### src/core/port_function_select_pkg.sv
// Package with register map, field layout, codes and pin positions of the pin function select
package port_function_select_pkg;

   // ==========================================================================
   // Register indices (byte address is four times the index)
   // ==========================================================================
   localparam logic [7:0]  IDX_SERIAL_PIN_SELECT    = 8'h04;
   localparam logic [7:0]  IDX_MISCELLANEOUS        = 8'h0c;
   localparam logic [7:0]  IDX_TIMER_B_PIN_SELECT   = 8'h13;
   localparam logic [7:0]  IDX_TIMER_C_PIN_SELECT   = 8'h14;
   localparam logic [7:0]  IDX_INTERRUPT_PIN_SELECT = 8'h24;
   localparam logic [7:0]  IDX_DATA_CONTROL_R0      = 8'h30;
   localparam logic [7:0]  IDX_DATA_CONTROL_R1      = 8'h31;
   localparam logic [7:0]  IDX_DATA_CONTROL_R2      = 8'h32;
   localparam logic [7:0]  IDX_PORT_DATA_R0         = 8'h40;
   localparam logic [7:0]  IDX_PORT_DATA_R1         = 8'h41;
   localparam logic [7:0]  IDX_PORT_DATA_R2         = 8'h42;
   localparam logic [7:0]  IDX_PIN_LEVEL_STATUS     = 8'h43;

   // ==========================================================================
   // Byte addresses on the APB
   // ==========================================================================
   localparam logic [11:0] ADDR_SERIAL_PIN_SELECT    = {2'b00, IDX_SERIAL_PIN_SELECT, 2'b00};
   localparam logic [11:0] ADDR_MISCELLANEOUS        = {2'b00, IDX_MISCELLANEOUS, 2'b00};
   localparam logic [11:0] ADDR_TIMER_B_PIN_SELECT   = {2'b00, IDX_TIMER_B_PIN_SELECT, 2'b00};
   localparam logic [11:0] ADDR_TIMER_C_PIN_SELECT   = {2'b00, IDX_TIMER_C_PIN_SELECT, 2'b00};
   localparam logic [11:0] ADDR_INTERRUPT_PIN_SELECT = {2'b00, IDX_INTERRUPT_PIN_SELECT, 2'b00};
   localparam logic [11:0] ADDR_DATA_CONTROL_R0      = {2'b00, IDX_DATA_CONTROL_R0, 2'b00};
   localparam logic [11:0] ADDR_DATA_CONTROL_R1      = {2'b00, IDX_DATA_CONTROL_R1, 2'b00};
   localparam logic [11:0] ADDR_DATA_CONTROL_R2      = {2'b00, IDX_DATA_CONTROL_R2, 2'b00};
   localparam logic [11:0] ADDR_PORT_DATA_R0         = {2'b00, IDX_PORT_DATA_R0, 2'b00};
   localparam logic [11:0] ADDR_PORT_DATA_R1         = {2'b00, IDX_PORT_DATA_R1, 2'b00};
   localparam logic [11:0] ADDR_PORT_DATA_R2         = {2'b00, IDX_PORT_DATA_R2, 2'b00};
   localparam logic [11:0] ADDR_PIN_LEVEL_STATUS     = {2'b00, IDX_PIN_LEVEL_STATUS, 2'b00};

   // ==========================================================================
   // Widths, reset values and field positions
   // ==========================================================================
   localparam int          NUM_PINS           = 12;
   localparam int          NUM_IRQ            = 3;
   localparam logic [1:0]  TB_SEL_RESET       = 2'h0;
   localparam logic [2:0]  TC_SEL_RESET       = 3'h0;
   localparam logic [2:0]  IRQ_SEL_RESET      = 3'h0;
   localparam logic [1:0]  SERIAL_SEL_RESET   = 2'h0;
   localparam logic [3:0]  NIBBLE_RESET       = 4'h0;
   localparam int          MISC_PULLUP_BIT    = 3;
   localparam int          SERIAL_TX_BIT      = 0;
   localparam int          SERIAL_RX_BIT      = 1;

   // Pin positions: R0 in 3..0, R1 in 7..4, R2 in 11..8
   localparam int          PIN_IRQ1           = 0;
   localparam int          PIN_TIMER_B        = 4;
   localparam int          PIN_TIMER_C        = 5;
   localparam int          PIN_TIMER_D        = 6;
   localparam int          PIN_SERIAL_RX      = 10;
   localparam int          PIN_SERIAL_TX      = 11;

   // ==========================================================================
   // Timer output select codes
   // ==========================================================================
   localparam logic [1:0]  TB_PORT            = 2'h0;
   localparam logic [1:0]  TB_TOGGLE          = 2'h1;
   localparam logic [1:0]  TB_ZERO            = 2'h2;
   localparam logic [1:0]  TB_ONE             = 2'h3;
   localparam logic [2:0]  TC_PORT            = 3'h0;
   localparam logic [2:0]  TC_TOGGLE          = 3'h1;
   localparam logic [2:0]  TC_ZERO            = 3'h2;
   localparam logic [2:0]  TC_ONE             = 3'h3;
   localparam logic [2:0]  TC_PWM             = 3'h7;

endpackage

### src/core/pin_level_sync.sv
// Two-stage synchroniser for the port pin input levels
`timescale 1ns/1ps

module pin_level_sync
#(
   parameter int WIDTH = 1
)
(
   input  wire logic             sys_clk_in,
   input  wire logic             reset_in,
   input  wire logic [WIDTH-1:0] async_in,
   output logic      [WIDTH-1:0] sync_out
);

   logic [WIDTH-1:0] stage1_q;

   // ==========================================================================
   // Synchroniser
   // ==========================================================================
   // First stage feeds only the second; nothing else may look at it
   always_ff @(posedge sys_clk_in)
   begin
      if (reset_in)
      begin
         stage1_q <= '0;
         sync_out <= '0;
      end
      else
      begin
         stage1_q <= async_in;
         sync_out <= stage1_q;
      end
   end

endmodule // pin_level_sync

### src/core/port_function_select_pullup.sv
// Port pin function select and pull-up control behind an APB slave
// Overview of operation
// (RULE_01) Interrupt pin select: write-only bits 0-2, reset 0, 1 makes R0 pin IRQ input.
// (RULE_02) Timer C select at 0x14: read/write 3-bit field, resets to 000.
// (RULE_03) Timer C codes: port, toggle, zero, one, PWM(111); 100-110 inhibited.
// (RULE_04) Timer B select at 0x13: 2-bit field, 00 port, 01 toggle, 10 zero.
// (RULE_05) Serial select write-only: bit 1 makes R2.2 data in, bit 0 R2.3 data out.
// (RULE_06) Every I/O pin has a program-controlled pull-up; input-only pins have none.
// (RULE_07) Miscellaneous register bit 3 switches all pull-ups together.
// (RULE_08) Each pin's output data bit also gates its own pull-up.
// (RULE_09) Pull-up control and function selection are independent settings.
// (RULE_10) Timer B, C, D outputs appear on R1 pins 0-2 only when selected.
// (RULE_11) Timer B code 11 gives a constant one output.
// (RULE_12) Pull-up on only when global enable and pin data bit are both 1.
`timescale 1ns/1ps

module port_function_select_pullup
(
   input  wire logic                                       sys_clk_in,
   input  wire logic                                       reset_in,
   input  wire logic [11:0]                                paddr_in,
   input  wire logic                                       psel_in,
   input  wire logic                                       penable_in,
   input  wire logic                                       pwrite_in,
   input  wire logic [31:0]                                pwdata_in,
   output logic      [31:0]                                prdata_out,
   output logic                                            pready_out,
   output logic                                            pslverr_out,
   input  wire logic [port_function_select_pkg::NUM_PINS-1:0] pin_in,
   output logic      [port_function_select_pkg::NUM_PINS-1:0] pin_data_out,
   output logic      [port_function_select_pkg::NUM_PINS-1:0] pin_oe_out,
   output logic      [port_function_select_pkg::NUM_PINS-1:0] pin_pullup_out,
   input  wire logic                                       tb_toggle_in,
   input  wire logic                                       tc_toggle_in,
   input  wire logic                                       tc_pwm_in,
   input  wire logic                                       td_value_in,
   input  wire logic                                       td_select_in,
   input  wire logic                                       serial_tx_data_in,
   output logic                                            serial_rx_data_out,
   output logic      [port_function_select_pkg::NUM_IRQ-1:0]  ext_irq_out
);

   import port_function_select_pkg::*;

   // ==========================================================================
   // Declarations
   // ==========================================================================
   logic [1:0]          tb_sel_q;
   logic [2:0]          tc_sel_q;
   logic [2:0]          irq_sel_q;
   logic [1:0]          serial_sel_q;
   logic                pullup_en_q;
   logic [NUM_PINS-1:0] dcr_q;
   logic [NUM_PINS-1:0] pdr_q;
   logic                pready_q;
   logic                pslverr_q;
   logic [31:0]         prdata_q;
   logic [NUM_PINS-1:0] pin_data_q;
   logic [NUM_PINS-1:0] pin_oe_q;
   logic [NUM_PINS-1:0] pin_pullup_q;
   logic                serial_rx_q;
   logic [NUM_IRQ-1:0]  ext_irq_q;
   logic [NUM_PINS-1:0] pin_sync;
   logic [NUM_PINS-1:0] pin_data_d;
   logic [NUM_PINS-1:0] pin_pullup_d;
   logic [NUM_IRQ-1:0]  ext_irq_d;
   logic                serial_rx_d;

   wire                 setup_phase;
   wire                 access_done;
   wire                 wr_en;
   wire                 hit_serial;
   wire                 hit_misc;
   wire                 hit_tmb;
   wire                 hit_tmc;
   wire                 hit_irq;
   wire                 hit_dcr0;
   wire                 hit_dcr1;
   wire                 hit_dcr2;
   wire                 hit_pdr0;
   wire                 hit_pdr1;
   wire                 hit_pdr2;
   wire                 hit_stat;
   wire                 mapped;
   wire [3:0]           wr_nib;
   wire [3:0]           misc_rd;
   wire [3:0]           rd_nib;
   wire                 tob_active;
   wire                 tob_value;
   wire                 toc_active;
   wire                 toc_value;

   // ==========================================================================
   // Pin input synchroniser
   // ==========================================================================
   pin_level_sync #(.WIDTH(NUM_PINS)) u_pin_sync
   (
      .sys_clk_in (sys_clk_in),
      .reset_in   (reset_in),
      .async_in   (pin_in),
      .sync_out   (pin_sync)
   );

   // ==========================================================================
   // APB decode
   // ==========================================================================
   // Zero wait state: data is latched in setup, pready follows in access
   assign setup_phase = psel_in & ~penable_in;
   assign access_done = psel_in & penable_in & pready_q;
   assign wr_en       = access_done & pwrite_in & ~pslverr_q;
   assign wr_nib      = pwdata_in[3:0];

   // Address compare, one named wire per register
   assign hit_serial = (paddr_in == ADDR_SERIAL_PIN_SELECT);
   assign hit_misc   = (paddr_in == ADDR_MISCELLANEOUS);
   assign hit_tmb    = (paddr_in == ADDR_TIMER_B_PIN_SELECT);
   assign hit_tmc    = (paddr_in == ADDR_TIMER_C_PIN_SELECT);
   assign hit_irq    = (paddr_in == ADDR_INTERRUPT_PIN_SELECT);
   assign hit_dcr0   = (paddr_in == ADDR_DATA_CONTROL_R0);
   assign hit_dcr1   = (paddr_in == ADDR_DATA_CONTROL_R1);
   assign hit_dcr2   = (paddr_in == ADDR_DATA_CONTROL_R2);
   assign hit_pdr0   = (paddr_in == ADDR_PORT_DATA_R0);
   assign hit_pdr1   = (paddr_in == ADDR_PORT_DATA_R1);
   assign hit_pdr2   = (paddr_in == ADDR_PORT_DATA_R2);
   assign hit_stat   = (paddr_in == ADDR_PIN_LEVEL_STATUS);
   assign mapped     = hit_serial | hit_misc | hit_tmb | hit_tmc | hit_irq | hit_dcr0
                     | hit_dcr1 | hit_dcr2 | hit_pdr0 | hit_pdr1 | hit_pdr2 | hit_stat;

   // Read data; write-only selects and data control read back as zero
   assign misc_rd = 4'(pullup_en_q) << MISC_PULLUP_BIT;
   assign rd_nib  = hit_tmb  ? {2'b00, tb_sel_q} :               // RULE_04
                    hit_tmc  ? {1'b0, tc_sel_q} :                // RULE_02
                    hit_misc ? misc_rd :
                    hit_pdr0 ? pdr_q[3:0] :
                    hit_pdr1 ? pdr_q[7:4] :
                    hit_pdr2 ? pdr_q[11:8] :
                    hit_stat ? pin_sync[3:0] :
                    NIBBLE_RESET;

   // Bus answer registers; reads are sampled once, in setup
   always_ff @(posedge sys_clk_in)
   begin
      if (reset_in)
      begin
         pready_q  <= 1'b0;
         pslverr_q <= 1'b0;
         prdata_q  <= '0;
      end
      else
      begin
         pready_q  <= setup_phase;
         pslverr_q <= setup_phase & ~mapped;
         if (setup_phase)
            prdata_q <= {28'h0, rd_nib};
      end
   end

   // ==========================================================================
   // Function select registers
   // ==========================================================================
   // Inhibited timer C codes are stored as written; they behave as port use
   always_ff @(posedge sys_clk_in)
   begin
      if (reset_in)
      begin
         tb_sel_q     <= TB_SEL_RESET;                                // RULE_04
         tc_sel_q     <= TC_SEL_RESET;                                // RULE_02
         irq_sel_q    <= IRQ_SEL_RESET;                               // RULE_01
         serial_sel_q <= SERIAL_SEL_RESET;                            // RULE_05
      end
      else if (wr_en)
      begin
         if (hit_tmb)
            tb_sel_q <= wr_nib[1:0];                                  // RULE_04
         if (hit_tmc)
            tc_sel_q <= wr_nib[2:0];                                  // RULE_02
         if (hit_irq)
            irq_sel_q <= wr_nib[2:0];                                 // RULE_01
         if (hit_serial)
            serial_sel_q <= wr_nib[1:0];                              // RULE_05
      end
   end

   // ==========================================================================
   // Pull-up enable, data control and port data registers
   // ==========================================================================
   // Kept apart from the select registers so neither write disturbs the other
   always_ff @(posedge sys_clk_in)
   begin
      if (reset_in)
      begin
         pullup_en_q <= 1'b0;
         dcr_q       <= '0;
         pdr_q       <= '0;
      end
      else if (wr_en)
      begin
         if (hit_misc)
            pullup_en_q <= wr_nib[MISC_PULLUP_BIT];                   // RULE_07
         if (hit_dcr0)
            dcr_q[3:0] <= wr_nib;
         if (hit_dcr1)
            dcr_q[7:4] <= wr_nib;
         if (hit_dcr2)
            dcr_q[11:8] <= wr_nib;
         if (hit_pdr0)
            pdr_q[3:0] <= wr_nib;                                     // RULE_08
         if (hit_pdr1)
            pdr_q[7:4] <= wr_nib;                                     // RULE_08
         if (hit_pdr2)
            pdr_q[11:8] <= wr_nib;                                    // RULE_08
      end
   end

   // ==========================================================================
   // Timer output decode
   // ==========================================================================
   // Code 11 of timer B is taken as constant one, like timer C
   assign tob_active = (tb_sel_q != TB_PORT);                          // RULE_10
   assign tob_value  = (tb_sel_q == TB_TOGGLE) ? tb_toggle_in
                                               : (tb_sel_q == TB_ONE); // RULE_11
   assign toc_active = (tc_sel_q == TC_TOGGLE) | (tc_sel_q == TC_ZERO)
                     | (tc_sel_q == TC_ONE) | (tc_sel_q == TC_PWM);     // RULE_03
   assign toc_value  = (tc_sel_q == TC_TOGGLE) ? tc_toggle_in :
                       (tc_sel_q == TC_PWM)    ? tc_pwm_in :
                       (tc_sel_q == TC_ONE);                           // RULE_03

   // ==========================================================================
   // Pin output mux
   // ==========================================================================
   // Port data is the default; a selected function overrides only its own pin
   always_comb
   begin
      pin_data_d = pdr_q;                                             // RULE_09
      if (tob_active)
         pin_data_d[PIN_TIMER_B] = tob_value;                         // RULE_10
      if (toc_active)
         pin_data_d[PIN_TIMER_C] = toc_value;                         // RULE_10
      if (td_select_in)
         pin_data_d[PIN_TIMER_D] = td_value_in;                       // RULE_10
      if (serial_sel_q[SERIAL_TX_BIT])
         pin_data_d[PIN_SERIAL_TX] = serial_tx_data_in;               // RULE_05
   end

   // Pull-up uses the stored port data, never the muxed value
   assign pin_pullup_d = {NUM_PINS{pullup_en_q}} & pdr_q;             // RULE_12

   // Peripheral inputs idle high when the pin is left as a port
   always_comb
   begin
      for (int i = 0; i < NUM_IRQ; i++)
         ext_irq_d[i] = irq_sel_q[i] ? pin_sync[PIN_IRQ1 + i] : 1'b1;  // RULE_01
   end
   assign serial_rx_d = serial_sel_q[SERIAL_RX_BIT] ? pin_sync[PIN_SERIAL_RX]
                                                    : 1'b1;           // RULE_05

   // ==========================================================================
   // Output registers
   // ==========================================================================
   // Every pin here is an I/O pin, so each carries a pull-up control
   always_ff @(posedge sys_clk_in)
   begin
      if (reset_in)
      begin
         pin_data_q   <= '0;
         pin_oe_q     <= '0;
         pin_pullup_q <= '0;
         serial_rx_q  <= 1'b1;
         ext_irq_q    <= '1;
      end
      else
      begin
         pin_data_q   <= pin_data_d;
         pin_oe_q     <= dcr_q;
         pin_pullup_q <= pin_pullup_d;                                // RULE_06
         serial_rx_q  <= serial_rx_d;
         ext_irq_q    <= ext_irq_d;
      end
   end

   assign prdata_out         = prdata_q;
   assign pready_out         = pready_q;
   assign pslverr_out        = pslverr_q;
   assign pin_data_out       = pin_data_q;
   assign pin_oe_out         = pin_oe_q;
   assign pin_pullup_out     = pin_pullup_q;
   assign serial_rx_data_out = serial_rx_q;
   assign ext_irq_out        = ext_irq_q;
endmodule // port_function_select_pullup

### config.mk
export PLATFORM = sky130hd
export DESIGN_NAME = port_function_select_pullup
export DESIGN_NICKNAME = d
export VERILOG_FILES = /design/src/core/port_function_select_pkg.sv /design/src/core/pin_level_sync.sv /design/src/core/port_function_select_pullup.sv
export SDC_FILE = /design/constraint.sdc
export NUM_CORES = 1
export LEC_CHECK = 0
export ABC_AREA = 1
export BUFFER_PORTS_ARGS = -buffer_cell sky130_fd_sc_hd__buf_2
export CELL_PAD_IN_SITES_DETAIL_PLACEMENT = 0
export CELL_PAD_IN_SITES_GLOBAL_PLACEMENT = 1
export CORE_ASPECT_RATIO = 1.1
export CORE_MARGIN = 1.5
export CORE_UTILIZATION = 31
export CTS_CLUSTER_SIZE = 8
export DETAILED_ROUTE_END_ITERATION = 8
export PLACE_DENSITY = 0.86
export SLEW_MARGIN = 10
export SYNTH_ARGS = -nofsm -noshare
export SYNTH_HDL_FRONTEND = slang
export SYNTH_SLANG_ARGS = --single-unit
### constraint.sdc
create_clock -name sys_clk_in -period 1.1 [get_ports sys_clk_in]
set_input_delay 0.11 -clock sys_clk_in [delete_from_list [all_inputs] [get_ports sys_clk_in]]
set_output_delay 0.11 -clock sys_clk_in [all_outputs]
set_load 0.01 [all_outputs]
* Word level (Yosys, flattened, before mapping)
Index checks and enable logic that the tools add are counted.
** Word-level totals
- Output and inout port bits :: 74
- Word-level logic and storage cells :: 99
- Bits of input ports :: 67
- Register bits after elaboration :: 103
** Cells by class
- Reductions and logical operators :: 16
- Equal/unequal tests :: 18
- Muxes and demuxes :: 14
- Bitwise logic cells :: 28
** Operators with widths (count)
- equality test 12 x 8 -> 1 bit (second input constant) :: 4
- equality test 12 x 9 -> 1 bit (second input constant) :: 4
- two-way mux 4 bit :: 7
- equality test 12 x 7 -> 1 bit (second input constant) :: 2
- AND reduction 2 bit :: 11
- OR 1 bit :: 14
- bitwise AND 12 bit :: 1
- equality test 12 x 5 -> 1 bit (second input constant) :: 1
- equality test 12 x 6 -> 1 bit (second input constant) :: 1
- OR reduction 2 bit :: 4
- two-way mux 1 bit :: 7
- NOT 1 bit :: 7
- bitwise AND 1 bit :: 6
- equality test 3 x 2 -> 1 bit (second input constant) :: 2
- equality test 3 x 1 -> 1 bit (second input constant) :: 1
- equality test 3 bit (second input constant) :: 1
- equality test 2 x 1 -> 1 bit (second input constant) :: 1
- equality test 2 bit (second input constant) :: 1
- nonzero test 2 bit :: 1

* Depth between registers and ports, before layout
Gate-level depths: netlist of run 1.
- Depth after elaboration :: 14
- Depth in mapped cells :: 12
- Depth with buffers taken out :: 12

* Hierarchy
From an unflattened synthesis of run 1, not the netlist that was laid out.
** Second synthesis, totals
- Cells, all modules :: 499
- Area total of the unflattened synthesis :: 3963.8 µm²
** By module, submodules not included
- port_function_select_pullup :: area each 3280.6 µm², seq. area each 1621.6 µm², cells each 425, times used 1
- pin_level_sync :: area each 683.2 µm², seq. area each 480.5 µm², cells each 74, times used 1

* Worst setup path after synthesis of run 1
Ideal clock, no wire load.
- Kind :: reg-to-reg
- From :: register pready_q, in the netlist pready_out
- To :: register dcr_q[0]
- Required time :: 977 ps
- Slack :: -224 ps
- Clock period less this slack :: 1324 ps
- Setup time :: 123 ps
- Arrival :: 1201 ps
- Buffers on the path :: 0
- Stages on the path, launching flop included :: 8
- Cell sequence :: dfxtp_1 -> nand2_1 -> nor2_1 -> nand3_1 -> inv_2 -> nand3_1 -> o21ai_0 -> a21oi_1
** Between the ends
- Word-level cells in the longest chain between the ends :: 4
** Ends and longest elaborated chain
- start: declaration :: line port_function_select_pullup.sv:55 : logic pready_q;
- start signal: assignment :: line port_function_select_pullup.sv:151 : pready_q <= setup_phase;
- bitwise AND 1 bit :: line port_function_select_pullup.sv:109 : assign access_done = psel_in & penable_in & pready_q;
- bitwise AND 1 bit (2 in series) :: line port_function_select_pullup.sv:110 : assign wr_en = access_done & pwrite_in & ~pslverr_q;
- AND reduction 2 bit (no source line)
- end signal: assignment :: line port_function_select_pullup.sv:201 : dcr_q[3:0] <= wr_nib;
- end: declaration :: line port_function_select_pullup.sv:53 : logic [NUM_PINS-1:0] dcr_q;
Every way passes these cells.
A chain may end at the register's enable or synchronous reset.

* Worst setup path in the final report of run 1
Ends and elaborated chain as after synthesis.

==> results.json, run 1 <==
{
  "status": "finished with violations",
  "violations": "setup timing",
  "fill_cells": 1136,
  "final.setup.worst_slack_ps": -127,
  "finalCritPeriodShare_pct": 112,
  "crit_arrival_ps": 1450,
  "port_buffers": 77,
  "clockPowerShare_pct": 44.5,
  "p_leak_nw": 2.26,
  "clk_pin_slew_ps": 70,
  "drt-vias-per-instance": 4.40,
  "place_area_um2": 4330,
  "met2_wirelength_um": 4540,
  "layout-drive-gt1-share_pct": 34.4,
  "p_per_area_nw_per_um2": 1370,
  "p_comb_share_pct": 6.7,
  "synth.distinct_cells": 27,
  "whs_path_depth": 3,
  "vdd_drop_max_mv": 0.846,
  "grt_pass1_vias": 2955,
  "drt-total-wl_um": 8860,
  "gp_congestion": 0.908,
  "synthArstFlopShare_pct": 0,
  "io_pins": 141,
  "crit_type": "register to register",
  "ys_warn_count": 0,
  "met3WireLength_um": 405,
  "cts-buffers-inserted": 9,
  "multi_input_area_um2": 1620,
  "clock-sinks": 91,
  "switching_share_pct": 22.3,
  "die-area_um2": 12200,
  "synth.cell_area_um2": 3580,
  "drc": 0,
  "clk_latency_ps": 330,
  "cp_slowest_cell": "dfxtp_2",
  "wl_per_cell_um": 12.3,
  "ys_seq_elements": 91,
  "hold_viol_final": 0,
  "switching_power_mw": 1.52,
  "fmax_mhz": 815,
  "rsz0062_at_grt": "true",
  "grt_max_degree": 28,
  "cp_max_fo": 8,
  "dieHeight_um": 116,
  "crit_chain": "nand2_2 > nor2_4 > nand3_4 > clkinv_8 > nand3_4 > o21ai_2 > a21oi_2",
  "postLayoutCellArea_um2": 4990,
  "grt_pass1_wl_um": 14200,
  "drv_cap": 0,
  "fin_crit_ps": 1230,
  "fin_nets": 640,
  "crit_top_cell": "nand3_4",
  "dieWidth_um": 105,
  "final_max_slew_viol_count": 0,
  "drt.antenna.violating_nets": 0,
  "h-tree-depth": 3,
  "grt_overflow": 0,
  "clockRootBuffer": "clkbuf_16",
  "most-common-layout-cells": "dfxtp_1, buf_2, inv_1, nor2_1, nand2_1",
  "first_pass_iters": 4,
  "worst_clock_skew_ps": 9.06,
  "cp-start-kind": "register",
  "seqCellArea_um2": 1820,
  "yosysSeqAreaShare_pct": 50.9,
  "final_core_util_pct": 45.1,
  "setup_violations": 35,
  "fp-row-count": 40,
  "critPathRequiredTime_ps": 1320,
  "seq_power_share_pct": 48.8,
  "postSynthCellCount": 455,
  "p_int_mw": 5.29,
  "synth_edf_count": 0,
  "vias": 3181,
  "final_common_cell": "dfxtp_1",
  "reg2regPathDepth": 7,
  "min_path_type": "input port to register",
  "cts_tree": "built",
  "track_usage_pct": 14.9,
  "initial_core_util_pct": 32.4,
  "max_stage_delay_ps": 330,
  "n_antenna_cell": 0,
  "syn_area_per_cell_um2": 7.86,
  "hpwl_um": 6670,
  "top_layer": "met4",
  "cp-end-kind": "register",
  "met1_length_um": 3830,
  "design.core.area_um2": 11100,
  "cts_buffer_depth": 2,
  "dr.first_iter.drc_count": 99,
  "antenna_found_initial": 0,
  "area_delta_synth_final_pct": 39.4,
  "timing.reg2reg.setup_slack_ps": -130,
  "synthFlopType": "dfxtp_1"
}
## synthesized netlist by cell type (2+ instances only)
master / number / area share, %
nand3_1: 23 / 3.2
o21ai_1: 2 / 0.28
nand4_1: 6 / 1.0
nor2_2: 9 / 1.6
nand2_2: 6 / 1.0
inv_1: 69 / 7.2
nor3_1: 6 / 0.84
nor2_4: 3 / 0.94
a21oi_1: 41 / 5.7
inv_2: 4 / 0.42
dfxtp_1: 91 / 51
clkbuf_1: 8 / 0.84
buf_4: 28 / 5.9
o21ai_0: 43 / 6.0
nand2_1: 44 / 4.6
nor2_1: 61 / 6.4
## worst paths after layout
check	start	end
max	pready_out	dcr_q[0]
min	td_select_in	pin_data_out[6]
max reg2reg	pready_out	dcr_q[0]
min reg2reg	u_pin_sync.stage1_q[2]	u_pin_sync.sync_out[2]
## power by group through the flow
stage	Sequential (mW)	Clock [mW]	Combinational, mW
floorplan	3.40	0	0.262
detailed placement	3.40	0	0.371
global route	3.32	3.22	0.503
global placement	3.40	0	0.367
CTS	3.32	3.09	0.398
finish	3.32	3.03	0.457
## cell families (layout without fill, tap and decap cells)
| group | Yosys count | after routing | share of synthesized area [%] |
|---|---|---|---|
| DFF | 91 | 91 | 50.9 |
| buffers and inverters | 110 | 204 | 14.5 |
| and+or+nand+nor | 163 | 163 | 21.6 |
| AOI/OAI and AO/OA | 90 | 90 | 12.9 |
| other | 1 | 28 | 0.105 |
## layout make-up
| type | count | share of cell area [%] |
|---|---|---|
| inverters | 73 | 5.82 |
| clock inverters | 4 | 1.03 |
| repair buffers | 117 | 15.6 |
| multi-input cells | 281 | 32.5 |
| well taps | 147 | 3.69 |
| flip-flops and latches | 91 | 36.5 |
| clock buffers | 10 | 4.79 |
## stage by stage
| step | instances | hold slack [ps] | setup TNS, ps | total power [mW] | worst slack (ps) |
|---|---|---|---|---|---|
| floorplan | 482 | 217 | -3250 | 3.66 | -123 |
| global route | 723 | 29.5 | -5590 | 7.05 | -212 |
| detailed placement | 696 | 319 | -8040 | 3.77 | -303 |
| CTS | 716 | 15.2 | -4300 | 6.82 | -159 |
| global placement | 696 | 310 | -7040 | 3.76 | -287 |
| finish | 723 | 20.2 | -2770 | 6.81 | -127 |
## flip-flops by register name, indices dropped and copies added, names as in the netlist
register	count
dcr_q	12
ext_irq_out	3
irq_sel_q	3
pdr_q	12
pin_data_out	12
pin_oe_out	12
pin_pullup_out	12
prdata_out	4
pready_out	1
pslverr_out	1
pullup_en_q	1
serial_rx_data_out	1
serial_sel_q	2
tb_sel_q	2
tc_sel_q	3
u_pin_sync.stage1_q	5
u_pin_sync.sync_out	5
## timing repair
item | 4_1_cts | 5_1_grt
hold endpoints to repair | 6 | 0
buffers inserted | 0 | 7
endpoints found under the setup margin | 35 | 40
resized for setup | 19 | 61
pin swaps | 5 | 23
cloned | 0 | 0
hold buffers | 6 | 0
## critical path: cells and delay by family (launching register included)
| kind | cells | cell delay [ps] |
|---|---|---|
| buffers and inverters | 1 | 130 |
| and+or+nand+nor | 4 | 440 |
| AOI/OAI and AO/OA | 2 | 210 |
| DFF | 1 | 330 |
## routing by layer
layer	vias to the layer above	global-route usage [%]
met2	77	26.7
met3	8	3.77
met5	-	0
met4	0	3.65
li1	1624	-
met1	1472	18.1
No activity file was read; power rests on OpenSTA's default activity.
==> run 2, diff against run 1 <==
- ABC_CLOCK_PERIOD_IN_PS: unset -> 1100
- GPL_ROUTABILITY_DRIVEN: unset -> 1
- SKIP_CTS_REPAIR_TIMING: unset -> 1
==> run 2 against run 1 <==
Against the previous run:
- the run ends with hold timing, setup timing left
- hold slack lost 36 ps
- largest power group unchanged
- via count shrank 0.82%
- register-to-register slack is essentially flat
- sequential cell count is the same
- cell count shrank 0.55%
- global-route usage shrank 0.20 points
- non-clock buffer count shrank 4
- sequential share of layout area grew 0.81 points
- combinational power shrank 4%
- utilization shrank 0.97 points
- clock power is essentially flat
==> results.json, run 2 (synthesized netlist as in run 1, its figures left out) <==
{
  "cp-end-kind": "register",
  "vdd_drop_max_mv": 0.847,
  "reg2reg_from": "pready_out",
  "drv_cap": 0,
  "final.setup.worst_slack_ps": -141,
  "worst_clock_skew_ps": 8.83,
  "cts_buffer_depth": 2,
  "hold_viol_final": 2,
  "initial_core_util_pct": 32.4,
  "reg2regPathDepth": 7,
  "track_usage_pct": 14.7,
  "h-tree-depth": 3,
  "finalCritPeriodShare_pct": 113,
  "die-area_um2": 12200,
  "drc": 0,
  "area_delta_synth_final_pct": 36.4,
  "postLayoutCellArea_um2": 4880,
  "clk_latency_ps": 330,
  "clk_pin_slew_ps": 70,
  "clock-sinks": 91,
  "fp-row-count": 40,
  "final_core_util_pct": 44.1,
  "p_per_area_nw_per_um2": 1390,
  "cts-buffers-inserted": 9,
  "critPathRequiredTime_ps": 1320,
  "wl_per_cell_um": 12.3,
  "fin_cells": 719,
  "reg2reg_to": "dcr_q[0]",
  "most-common-layout-cells": "dfxtp_1, buf_2, inv_1, nor2_1, nand2_1",
  "drt-total-wl_um": 8810,
  "crit_path_start": "pready_out",
  "antenna_found_initial": 0,
  "drt.antenna.violating_nets": 0,
  "cts_tree": "built",
  "fill_cells": 1143,
  "dr.first_iter.drc_count": 77,
  "grt_pass1_vias": 2937,
  "fin_nets": 636,
  "cp_max_fo": 8,
  "setup_violations": 35,
  "min_path_type": "input port to register",
  "status": "finished with violations",
  "violations": "hold timing, setup timing",
  "place_area_um2": 4330,
  "fmax_mhz": 806,
  "dieHeight_um": 116,
  "hpwl_um": 6670,
  "grt_max_degree": 28,
  "port_buffers": 77,
  "grt_overflow": 0,
  "crit_type": "register to register",
  "dp_cells": 696,
  "vias": 3155,
  "p_leak_nw": 2.22,
  "cp-start-kind": "register",
  "rsz0062_at_grt": "true",
  "timing.reg2reg.setup_slack_ps": -140,
  "first_pass_iters": 5,
  "io_pins": 141,
  "drt-vias-per-instance": 4.39,
  "crit_arrival_ps": 1460,
  "n_antenna_cell": 0,
  "whs_ps": -15.7,
  "final_common_cell": "dfxtp_1",
  "whs_path_depth": 3,
  "fin_crit_ps": 1240,
  "hold_start": "pin_in[2]",
  "hold_path_end": "u_pin_sync.stage1_q[2]",
  "dieWidth_um": 105,
  "final_max_slew_viol_count": 0,
  "design.core.area_um2": 11100,
  "clockRootBuffer": "clkbuf_16",
  "grt_pass1_wl_um": 14000,
  "gp_congestion": 0.908,
  "layout-drive-gt1-share_pct": 33.0
}
-- run 2: cell types whose count changed in the layout (fill, tap and decap cells not counted), sizes merged --
cell,delta
buf,-1
dlygate4sd3,-3
-- run 2: power breakdown --
| part | internal [mW] | switching (mW) | leakage [nW] |
|---|---|---|---|
| logic | 0.164 | 0.276 | 1.34 |
| registers | 3.32 | 0.00859 | 0.736 |
| clock network | 1.80 | 1.22 | 0.141 |
| total | 5.28 | 1.50 | 2.22 |
-- run 2: worst max-delay path, cell delays in order (launching register included) --
cell	delay [ps]
dfxtp_2	330
nand2_2	60
nor2_4	120
nand3_4	130
clkinv_8	120
nand3_4	140
o21ai_2	170
a21oi_2	40
-- run 2: cell type report --
class	count	area (um^2)	area share, %
inverters	73	290	5.95
multi-input cells	281	1570	32.1
flip-flops and latches	91	1820	37.3
clock inverters	4	51.3	1.05
repair buffers	113	727	14.9
well taps	147	184	3.77
clock buffers	10	239	4.89
-- run 2: metal layers --
metal	track usage [%]	up-vias	share of wire (%)
met2	25.9	76	50
met3	3.77	10	4.8
met4	4.38	0	1.2
li1	-	1616	-
met1	17.8	1453	44
met5	0	-	0
-- run 2: how the worst max path moves through the flow --
stage | end | slack [ps]
after floorplan | pdr_q[10] | -120
after global placement | irq_sel_q[0] | -290
after detailed placement | irq_sel_q[0] | -300
after CTS | serial_sel_q[0] | -230
after global routing | dcr_q[0] | -210
final | dcr_q[0] | -140
-- run 2: stage by stage --
stage / power [mW] / TNS, ps / setup slack (ps)
final: 6.79 / -3260 / -141
after global routing: 7.03 / -5780 / -213
after CTS: 6.79 / -6300 / -228
after detailed placement: 3.77 / -8040 / -303
after global placement: 3.76 / -7040 / -287
after floorplan: 3.66 / -3250 / -123
